`src/inc/wcr_pkg.sv`:
```
package wcr_pkg;

  // register addresses on the 7-bit serial address field
  localparam logic [6:0] ADDR_CAL_HIGH   = 7'h3a;
  localparam logic [6:0] ADDR_CAL_LOW    = 7'h3b;
  localparam logic [6:0] ADDR_CTRL_ONE   = 7'h3c;
  localparam logic [6:0] ADDR_CTRL_TWO   = 7'h3d;
  localparam logic [6:0] ADDR_LIMIT_HIGH = 7'h3e;
  localparam logic [6:0] ADDR_LIMIT_LOW  = 7'h3f;

  // power-on and soft reset values
  localparam logic [7:0] RST_CAL         = 8'h00;
  localparam logic [7:0] RST_CTRL_ONE    = 8'h04;
  localparam logic [7:0] RST_CTRL_TWO    = 8'h00;
  localparam logic [7:0] RST_LIMIT_HIGH  = 8'ha8;
  localparam logic [7:0] RST_LIMIT_LOW   = 8'h98;

  // writable bits; the same bits survive a restart
  localparam logic [7:0] MASK_CTRL_ONE   = 8'h0d;
  localparam logic [7:0] MASK_CTRL_TWO   = 8'h03;

  // field positions
  localparam int unsigned POS_ENABLE     = 0;
  localparam int unsigned POS_FILT_LO    = 2;
  localparam int unsigned POS_MODE       = 7;

  // filter selection codes and time constants
  localparam logic [1:0] FILT_SEL_8      = 2'h0;
  localparam logic [1:0] FILT_SEL_16     = 2'h1;
  localparam logic [1:0] FILT_SEL_32     = 2'h2;
  localparam logic [1:0] FILT_SEL_ADAPT  = 2'h3;
  localparam logic [5:0] TC_8            = 6'h08;
  localparam logic [5:0] TC_16           = 6'h10;
  localparam logic [5:0] TC_32           = 6'h20;

  // falling edge spacing bounds in bits for the adaptive filter
  localparam logic [3:0] SPACE_SHORT_MIN = 4'h2;
  localparam logic [3:0] SPACE_SHORT_MAX = 4'h3;
  localparam logic [3:0] SPACE_MID_MAX   = 4'h8;
  localparam logic [3:0] SPACE_LONG_MAX  = 4'ha;

  // recovery input clock in MHz per selection code
  localparam logic [6:0] CLK_MHZ_SEL0    = 7'h50;
  localparam logic [6:0] CLK_MHZ_SEL1    = 7'h28;
  localparam logic [6:0] CLK_MHZ_SEL2    = 7'h14;
  localparam logic [6:0] CLK_MHZ_SEL3    = 7'h0a;

  // serial frame layout
  localparam logic [4:0] FRAME_BITS      = 5'h10;
  localparam logic [4:0] ADDR_DONE_BIT   = 5'h07;

  // pin synchroniser values after reset
  localparam logic [2:0] SYNC_HIGH       = 3'h7;
  localparam logic [2:0] SYNC_LOW        = 3'h0;

  typedef enum logic {
    WCR_IDLE  = 1'b0,
    WCR_FRAME = 1'b1
  } wcr_frame_t;

  typedef struct packed {
    logic [7:0] cal_high;
    logic [7:0] cal_low;
    logic [7:0] ctrl_one;
    logic [7:0] ctrl_two;
    logic [7:0] limit_high;
    logic [7:0] limit_low;
  } wcr_regs_t;

  typedef struct packed {
    logic [2:0] cs_sync;
    logic [2:0] sclk_sync;
    logic [2:0] sdi_sync;
    logic       cs_lvl;
    logic       sclk_lvl;
    logic       sdi_lvl;
    wcr_frame_t frame;
    logic [4:0] bit_count;
    logic [15:0] rx;
    logic [15:0] tx;
    logic       sdo;
    logic       sdo_en;
    wcr_regs_t  regs;
    logic [5:0] time_constant;
    logic [7:0] bit_time;
    logic [6:0] clock_mhz;
  } wcr_state_t;

endpackage : wcr_pkg

```
`src/design/wcr_config_bank.sv`:
```
`timescale 1ns/1ps
// Overview of operation
// (RULE1) calibration high byte readable, cleared on reset
// (RULE2) calibration low byte readable, cleared on reset
// (RULE3) filter select 00/01/10 gives 8/16/32
// (RULE4) select 11 adapts constant to edge spacing
// (RULE5) control one bit 0 enables recovery
// (RULE6) reserved control bits always read zero
// (RULE7) clock select picks 80/40/20/10 MHz
// (RULE8) control one resets to 04, restart keeps fields
// (RULE9) upper limit a8, high bit times clamped
// (RULE10) lower limit register resets to 98
// (RULE11) low bit times clamped to lower limit
// (RULE12) software picks recommended bit time limit sets
// (RULE13) software avoids clock choices that overflow
// (RULE14) software avoids clock choices lacking precision
// (RULE15) control two resets zero, restart keeps select
// (RULE16) one 16-bit frame: address, mode, data
// (RULE17) writes to read-only or reserved bits ignored
module wcr_config_bank (
  input  wire logic        clk,
  input  wire logic        reset_n,
  input  wire logic        soft_reset,
  input  wire logic        restart,
  input  wire logic        spi_cs_n,
  input  wire logic        spi_sclk,
  input  wire logic        spi_sdi,
  output logic             spi_sdo,
  output logic             spi_sdo_en,
  input  wire logic        cal_valid,
  input  wire logic [15:0] cal_value,
  input  wire logic [3:0]  edge_spacing,
  input  wire logic [7:0]  measured_bit_time,
  output logic             recovery_enable_bit,
  output logic [1:0]       recovery_clock_select,
  output logic [6:0]       recovery_clock_mhz,
  output logic [5:0]       filter_time_constant,
  output logic [7:0]       clamped_bit_time
);

  logic [1:0]          rst_sync;
  logic                rst_n;
  wcr_pkg::wcr_state_t s;
  wcr_pkg::wcr_state_t next_s;
  logic [5:0]          calc_time_constant;
  logic [7:0]          calc_bit_time;
  logic                cs_new;
  logic                sclk_new;
  logic                sclk_rise;
  logic                sclk_fall;
  logic                frame_end;
  logic                wr_fire;
  logic [6:0]          wr_addr;
  logic [7:0]          wr_data;
  logic [15:0]         rx_now;

  always_ff @(posedge clk or negedge reset_n) begin
    if (!reset_n) begin
      rst_sync <= 2'h0;
    end else begin
      rst_sync <= {rst_sync[0], 1'b1};
    end
  end
  assign rst_n = rst_sync[1];

  wcr_recovery_calc u_calc (
    .filter_constant_select (s.regs.ctrl_one[3:2]),
    .edge_spacing           (edge_spacing),
    .recovery_enable_bit    (s.regs.ctrl_one[wcr_pkg::POS_ENABLE]),
    .measured_bit_time      (measured_bit_time),
    .upper_limit_value      (s.regs.limit_high),
    .lower_limit_value      (s.regs.limit_low),
    .time_constant          (calc_time_constant),
    .bit_time               (calc_bit_time)
  );

  function automatic logic [7:0] read_reg(input logic [6:0] addr,
                                          input wcr_pkg::wcr_regs_t r);
    case (addr)
      wcr_pkg::ADDR_CAL_HIGH:   read_reg = r.cal_high; // RULE1
      wcr_pkg::ADDR_CAL_LOW:    read_reg = r.cal_low; // RULE2
      wcr_pkg::ADDR_CTRL_ONE:   read_reg = r.ctrl_one & wcr_pkg::MASK_CTRL_ONE; // RULE6
      wcr_pkg::ADDR_CTRL_TWO:   read_reg = r.ctrl_two & wcr_pkg::MASK_CTRL_TWO; // RULE6
      wcr_pkg::ADDR_LIMIT_HIGH: read_reg = r.limit_high;
      wcr_pkg::ADDR_LIMIT_LOW:  read_reg = r.limit_low;
      default:                  read_reg = 8'h00;
    endcase
  endfunction : read_reg

  // a pin level changes once the second and third stages agree
  assign cs_new    = (s.cs_sync[1] == s.cs_sync[2]) ? s.cs_sync[2] : s.cs_lvl;
  assign sclk_new  = (s.sclk_sync[1] == s.sclk_sync[2]) ? s.sclk_sync[2] : s.sclk_lvl;
  assign sclk_rise = (s.frame == wcr_pkg::WCR_FRAME) && !s.sclk_lvl && sclk_new;
  assign sclk_fall = (s.frame == wcr_pkg::WCR_FRAME) && s.sclk_lvl && !sclk_new;
  assign frame_end = (s.frame == wcr_pkg::WCR_FRAME) && cs_new;
  // only a complete 16-bit frame with the mode bit set writes
  assign wr_fire   = frame_end && (s.bit_count == wcr_pkg::FRAME_BITS) &&
                     s.rx[wcr_pkg::POS_MODE]; // RULE16
  assign wr_addr   = s.rx[6:0];
  assign wr_data   = s.rx[15:8];
  assign rx_now    = s.rx | (16'h0001 << s.bit_count[3:0]);

  always_comb begin
    next_s = s;
    next_s.cs_sync   = {s.cs_sync[1:0], spi_cs_n};
    next_s.sclk_sync = {s.sclk_sync[1:0], spi_sclk};
    next_s.sdi_sync  = {s.sdi_sync[1:0], spi_sdi};
    next_s.cs_lvl    = cs_new;
    next_s.sclk_lvl  = sclk_new;
    next_s.sdi_lvl   = (s.sdi_sync[1] == s.sdi_sync[2]) ? s.sdi_sync[2] : s.sdi_lvl;

    case (s.frame)
      wcr_pkg::WCR_IDLE: begin
        next_s.sdo_en = 1'b0;
        if (!cs_new) begin
          next_s.frame     = wcr_pkg::WCR_FRAME;
          next_s.bit_count = 5'h00;
          next_s.rx        = 16'h0000;
          next_s.tx        = 16'h0000;
          next_s.sdo       = 1'b0;
          next_s.sdo_en    = 1'b1;
        end
      end
      wcr_pkg::WCR_FRAME: begin
        if (frame_end) begin
          next_s.frame  = wcr_pkg::WCR_IDLE;
          next_s.sdo_en = 1'b0;
          next_s.sdo    = 1'b0;
        end else if (sclk_rise) begin
          // data arrives least significant bit first
          if (s.bit_count < wcr_pkg::FRAME_BITS) begin
            if (s.sdi_lvl) begin
              next_s.rx = rx_now;
            end
            next_s.bit_count = s.bit_count + 5'h01;
          end
          if (s.bit_count == wcr_pkg::ADDR_DONE_BIT) begin
            next_s.tx[15:8] = read_reg(s.rx[6:0], s.regs); // RULE16
          end
        end else if (sclk_fall) begin
          next_s.sdo = s.tx[s.bit_count[3:0]];
        end
      end
      default: begin
        next_s.frame  = wcr_pkg::WCR_IDLE;
        next_s.sdo_en = 1'b0;
      end
    endcase

    if (soft_reset) begin
      next_s.regs.cal_high   = wcr_pkg::RST_CAL; // RULE1
      next_s.regs.cal_low    = wcr_pkg::RST_CAL; // RULE2
      next_s.regs.ctrl_one   = wcr_pkg::RST_CTRL_ONE; // RULE8
      next_s.regs.ctrl_two   = wcr_pkg::RST_CTRL_TWO; // RULE15
      next_s.regs.limit_high = wcr_pkg::RST_LIMIT_HIGH; // RULE9
      next_s.regs.limit_low  = wcr_pkg::RST_LIMIT_LOW; // RULE10
    end else if (restart) begin
      next_s.regs.ctrl_one = s.regs.ctrl_one & wcr_pkg::MASK_CTRL_ONE; // RULE8
      next_s.regs.ctrl_two = s.regs.ctrl_two & wcr_pkg::MASK_CTRL_TWO; // RULE15
    end else if (wr_fire) begin
      case (wr_addr)
        wcr_pkg::ADDR_CTRL_ONE:   next_s.regs.ctrl_one   = wr_data & wcr_pkg::MASK_CTRL_ONE; // RULE5
        wcr_pkg::ADDR_CTRL_TWO:   next_s.regs.ctrl_two   = wr_data & wcr_pkg::MASK_CTRL_TWO; // RULE7
        wcr_pkg::ADDR_LIMIT_HIGH: next_s.regs.limit_high = wr_data; // RULE9
        wcr_pkg::ADDR_LIMIT_LOW:  next_s.regs.limit_low  = wr_data; // RULE10
        default: begin
          next_s.regs = s.regs; // RULE17
        end
      endcase
    end

    // calibration after writes so a write in the same cycle cannot drop it
    if (cal_valid && !soft_reset) begin
      next_s.regs.cal_high = cal_value[15:8]; // RULE1
      next_s.regs.cal_low  = cal_value[7:0]; // RULE2
    end

    case (s.regs.ctrl_two[1:0])
      2'h0:    next_s.clock_mhz = wcr_pkg::CLK_MHZ_SEL0; // RULE7
      2'h1:    next_s.clock_mhz = wcr_pkg::CLK_MHZ_SEL1; // RULE7
      2'h2:    next_s.clock_mhz = wcr_pkg::CLK_MHZ_SEL2; // RULE7
      default: next_s.clock_mhz = wcr_pkg::CLK_MHZ_SEL3; // RULE7
    endcase
    next_s.time_constant = calc_time_constant; // RULE3
    next_s.bit_time      = calc_bit_time; // RULE9
  end

  always_ff @(posedge clk or negedge rst_n) begin
    if (!rst_n) begin
      s.cs_sync         <= wcr_pkg::SYNC_HIGH;
      s.sclk_sync       <= wcr_pkg::SYNC_LOW;
      s.sdi_sync        <= wcr_pkg::SYNC_LOW;
      s.cs_lvl          <= 1'b1;
      s.sclk_lvl        <= 1'b0;
      s.sdi_lvl         <= 1'b0;
      s.frame           <= wcr_pkg::WCR_IDLE;
      s.bit_count       <= 5'h00;
      s.rx              <= 16'h0000;
      s.tx              <= 16'h0000;
      s.sdo             <= 1'b0;
      s.sdo_en          <= 1'b0;
      s.regs.cal_high   <= wcr_pkg::RST_CAL;
      s.regs.cal_low    <= wcr_pkg::RST_CAL;
      s.regs.ctrl_one   <= wcr_pkg::RST_CTRL_ONE;
      s.regs.ctrl_two   <= wcr_pkg::RST_CTRL_TWO;
      s.regs.limit_high <= wcr_pkg::RST_LIMIT_HIGH;
      s.regs.limit_low  <= wcr_pkg::RST_LIMIT_LOW;
      s.time_constant   <= wcr_pkg::TC_16;
      s.bit_time        <= 8'h00;
      s.clock_mhz       <= wcr_pkg::CLK_MHZ_SEL0;
    end else begin
      s <= next_s;
    end
  end

  assign spi_sdo               = s.sdo;
  assign spi_sdo_en            = s.sdo_en;
  assign recovery_enable_bit   = s.regs.ctrl_one[wcr_pkg::POS_ENABLE]; // RULE5
  assign recovery_clock_select = s.regs.ctrl_two[1:0]; // RULE7
  assign recovery_clock_mhz    = s.clock_mhz;
  assign filter_time_constant  = s.time_constant;
  assign clamped_bit_time      = s.bit_time;
endmodule : wcr_config_bank

```
`src/design/wcr_recovery_calc.sv`:
```
`timescale 1ns/1ps
module wcr_recovery_calc (
  input  wire logic [1:0] filter_constant_select,
  input  wire logic [3:0] edge_spacing,
  input  wire logic       recovery_enable_bit,
  input  wire logic [7:0] measured_bit_time,
  input  wire logic [7:0] upper_limit_value,
  input  wire logic [7:0] lower_limit_value,
  output logic      [5:0] time_constant,
  output logic      [7:0] bit_time
);

  always_comb begin
    case (filter_constant_select)
      wcr_pkg::FILT_SEL_8:  time_constant = wcr_pkg::TC_8;  // RULE3
      wcr_pkg::FILT_SEL_16: time_constant = wcr_pkg::TC_16; // RULE3
      wcr_pkg::FILT_SEL_32: time_constant = wcr_pkg::TC_32; // RULE3
      default: begin
        // adaptive: spacing outside 2..10 bits keeps the middle constant
        if (edge_spacing >= wcr_pkg::SPACE_SHORT_MIN &&
            edge_spacing <= wcr_pkg::SPACE_SHORT_MAX) begin
          time_constant = wcr_pkg::TC_32; // RULE4
        end else if (edge_spacing > wcr_pkg::SPACE_MID_MAX &&
                     edge_spacing <= wcr_pkg::SPACE_LONG_MAX) begin
          time_constant = wcr_pkg::TC_8; // RULE4
        end else begin
          time_constant = wcr_pkg::TC_16; // RULE4
        end
      end
    endcase
  end

  always_comb begin
    bit_time = measured_bit_time;
    if (recovery_enable_bit) begin
      if (measured_bit_time > upper_limit_value) begin
        bit_time = upper_limit_value; // RULE9
      end else if (measured_bit_time < lower_limit_value) begin
        bit_time = lower_limit_value; // RULE11
      end
    end
  end

endmodule : wcr_recovery_calc

```
`config.mk`:
```
export PLATFORM = sky130hd
export DESIGN_NAME = wcr_config_bank
export DESIGN_NICKNAME = d
export VERILOG_FILES = /design/src/inc/wcr_pkg.sv /design/src/design/wcr_config_bank.sv /design/src/design/wcr_recovery_calc.sv
export SDC_FILE = /design/constraint.sdc
export NUM_CORES = 1
export LEC_CHECK = 0
export BUFFER_PORTS_ARGS = -buffer_cell sky130_fd_sc_hd__buf_2
export CAP_MARGIN = 0
export CORE_ASPECT_RATIO = 1.2
export CORE_MARGIN = 2
export CORE_UTILIZATION = 40
export CTS_CLUSTER_DIAMETER = 200
export CTS_CLUSTER_SIZE = 28
export DETAILED_ROUTE_END_ITERATION = 7
export HOLD_SLACK_MARGIN = 0.1
export PLACE_DENSITY_LB_ADDON = 0.12
export SLEW_MARGIN = 20
export SYNTH_ARGS = -nofsm -noshare
export SYNTH_HDL_FRONTEND = slang
export SYNTH_HIERARCHICAL = 1
export SYNTH_SLANG_ARGS = --single-unit
```
`constraint.sdc`:
```
create_clock -name clk -period 8 [get_ports clk]
set_input_delay 1.2 -clock clk [delete_from_list [all_inputs] [get_ports clk]]
set_output_delay 1.2 -clock clk [all_outputs]
set_load 0.02 [all_outputs]
```
==> impl_metrics.json <==
{
  "netlist_area_um2": 5350,
  "syn_to_final_growth_pct": 9.28,
  "avgSynthCellArea_um2": 10.7,
  "synth_top_cell_area_share_pct": 41.6,
  "nFillCells": 1287,
  "dieArea_um2": 14300,
  "worst-r2r-cell-count": 7,
  "die_y_um": 131,
  "seq_area_frac_synth_pct": 48.5,
  "hold_viol": 0,
  "hpwlAfterDp_mm": 8.65,
  "ys_top_cells_by_count": "dfrtp_1 (89), nor2_1 (44), mux2i_1 (41), nand2_1 (39), inv_1 (30)",
  "start_kind": "input port",
  "ys_ff_latch": 103,
  "crit_path_cell_trace": "buf_2, ha_1, a211o_1, a31oi_1, o21ai_2, and3_1, a221oi_2",
  "p_leak_nw": 2.68,
  "gr-total-overflow": 0,
  "critPathMaxFanout": 9,
  "clock.fmax_mhz": 358,
  "endpoint_kind": "flip-flop",
  "tritoncts": "yes",
  "synthTopCellsByArea": "dfrtp_1 (42%), mux2i_1 (7.7%), dfstp_2 (6.9%)",
  "hold-worst-slack_ns": 0.267,
  "globalRouteTotalUtil_pct": 17.5,
  "drive_above_1_share_pct": 22.7,
  "worst_pin_slew_ns": 0.885,
  "slowest_stage": "and3_1",
  "powerDensity_nw_per_um2": 202,
  "min_period_ns": 2.79,
  "setup_violations": 0,
  "wl_per_cell_um": 17.0,
  "synth_edf_count": 0,
  "critical_path_class": "input port to flip-flop",
  "firstDrtPassIters": 6,
  "cts_buffer_depth": 2,
  "diodes": 0,
  "grt_pass1_vias": 3650,
  "synth_cell_type_count": 58,
  "htree_levels": 3,
  "drv_cap": 0,
  "finClkSkew_ns": 0.00646,
  "slowest_delay_ns": 0.35,
  "period_share_pct": 34.9,
  "antenna_found_initial": 0,
  "drt_wl_total_mm": 11.8,
  "cp_data_arrival_time_ns": 3.05,
  "fin_nets": 581,
  "vdd_drop_max_v": 0.000107,
  "gp_congestion": 0.796,
  "hold_path_class": "flip-flop to async pin",
  "synth_most_common_cell": "dfrtp_1",
  "cts_root_buf": "clkbuf_16",
  "grt_max_degree": 69,
  "yosys_warnings": 6,
  "viasPerCell": 5.14,
  "post_cts_resized": 0,
  "rsz0062_at_grt": "no",
  "slew_headroom_pct": 41.0,
  "syn_inst": 501,
  "drc": 0,
  "ant_nets": 0,
  "cts_hold_buf": 0,
  "required_ns": 8.25,
  "num_rows": 46,
  "synth_async_sr_flop_share_pct": 100,
  "core_area_um2": 13100,
  "multi_input_area_um2": 2330,
  "final.setup.tns_ns": 0,
  "fp.dieW_um": 110,
  "cts_sinks": 103,
  "status": "complete, no violations",
  "grt_pass1_wl_mm": 19.1,
  "insertion_delay_ns": 0.35,
  "ios": 62,
  "regArea_um2": 2600,
  "clk_pin_slew_ns": 0.07,
  "post_cts_buffers": 0,
  "power_mw": 1.18,
  "vias": 3583,
  "synth_largest_area_cell": "dfrtp_1",
  "start_util_pct": 40.8,
  "drt_first_iter_violations": 150,
  "cts_inserted_buffers": 9,
  "portBuffers": 60,
  "synth_ff_type": "dfrtp_1",
  "slew_violations": 0
}
## power by group
part	switching [mW]	internal (mW)
Sequential	0.0539	0.546
Combinational	0.0786	0.0746
Clock	0.207	0.224
## kinds of logic (layout without fill, tap and decap cells)
group                    after synthesis  in the layout  share of synthesized area [%]
AND/OR/NAND/NOR                      159            159                           15.1
flip-flops                           103            103                           48.5
buffers and inverters                 81            107                           8.11
AO/OA/AOI/OAI                         73             73                           10.2
multiplexers                          56             56                           12.1
adder cells (fa/ha/maj)               24             24                           5.49
other                                  3              5                          0.210
XOR/XNOR                               2              2                          0.327
## routing by layer
metal	global-route usage [%]	vias to the layer above	wire length [um]
met2	30.0	75	6050
li1	-	1735	-
met4	4.24	0	96
met5	0	-	0
met1	23.2	1765	5280
met3	2.98	8	396
## area by class of cell
type,instances,area share [%]
sequential,103,44.4
multi-input combinational,319,39.9
timing repair buffer,61,5.26
clock buffer,10,4.09
tap,168,3.59
inverter,30,1.93
clock inverter,6,0.856
## layout by cell type (no fill, tap or decap), types with 3 or more instances in the layout
| master | count |
|---|---|
| o21ai_0 | 8 |
| nand4_1 | 3 |
| dfstp_2 | 14 |
| dfrtp_1 | 88 |
| and2_1 | 4 |
| mux2_2 | 5 |
| nand2_1 | 39 |
| nand3_1 | 12 |
| inv_1 | 30 |
| mux2i_1 | 41 |
| o2bb2ai_1 | 5 |
| buf_2 | 60 |
| a221oi_2 | 9 |
| nand4b_1 | 3 |
| a21o_1 | 3 |
| o21ai_1 | 16 |
| ha_1 | 21 |
| clkbuf_16 | 9 |
| mux2_1 | 4 |
| nand3b_1 | 3 |
| and3_1 | 6 |
| nand2b_1 | 26 |
| a21oi_1 | 15 |
| nor2_1 | 44 |
| conb_1 | 5 |
| mux4_2 | 6 |
| nor2b_1 | 8 |
## metrics by stage
stage               std cells  util, %  setup WS [ns]  area [um2]
floorplan                 503        -           4.94        5360
global placement          681     42.4           4.87        5560
detailed placement        681     42.4           4.83        5560
CTS                       697     44.6           5.20        5850
global route              697     44.6           5.05        5850
finish                    697     44.6           5.21        5850
## flip-flops by register name (all words and copies together) (netlist names)
name	count
clamped_bit_time	8
filter_time_constant	6
next_s	6
recovery_clock_mhz	6
recovery_clock_select	2
recovery_enable_bit	1
rst_sync	2
s	70
spi_sdo	1
spi_sdo_en	1
## final timing paths
| path | startpoint | end | slack, ns |
|---|---|---|---|
| worst max register to register | s[28] | clamped_bit_time[2] | 5.54 |
| worst min register to register | rst_sync[1] | s[92] | 0.27 |
| worst max-delay path | measured_bit_time[2] | clamped_bit_time[2] | 5.21 |
| worst min-delay path | rst_sync[1] | s[92] | 0.27 |
| max in group asynchronous | rst_sync[1] | s[56] | 6.50 |
| min in group clk | rst_sync[0] | rst_sync[1] | 0.35 |
## critical path: cells and delay by family
kind                     cells  cell delay, ns
buffers and inverters        1            0.12
adder cells (fa/ha/maj)      1            0.30
AND/OR/NAND/NOR              1            0.35
AO/OA/AOI/OAI                4            1.08
Note: power is estimated with default switching activity, not from simulation.
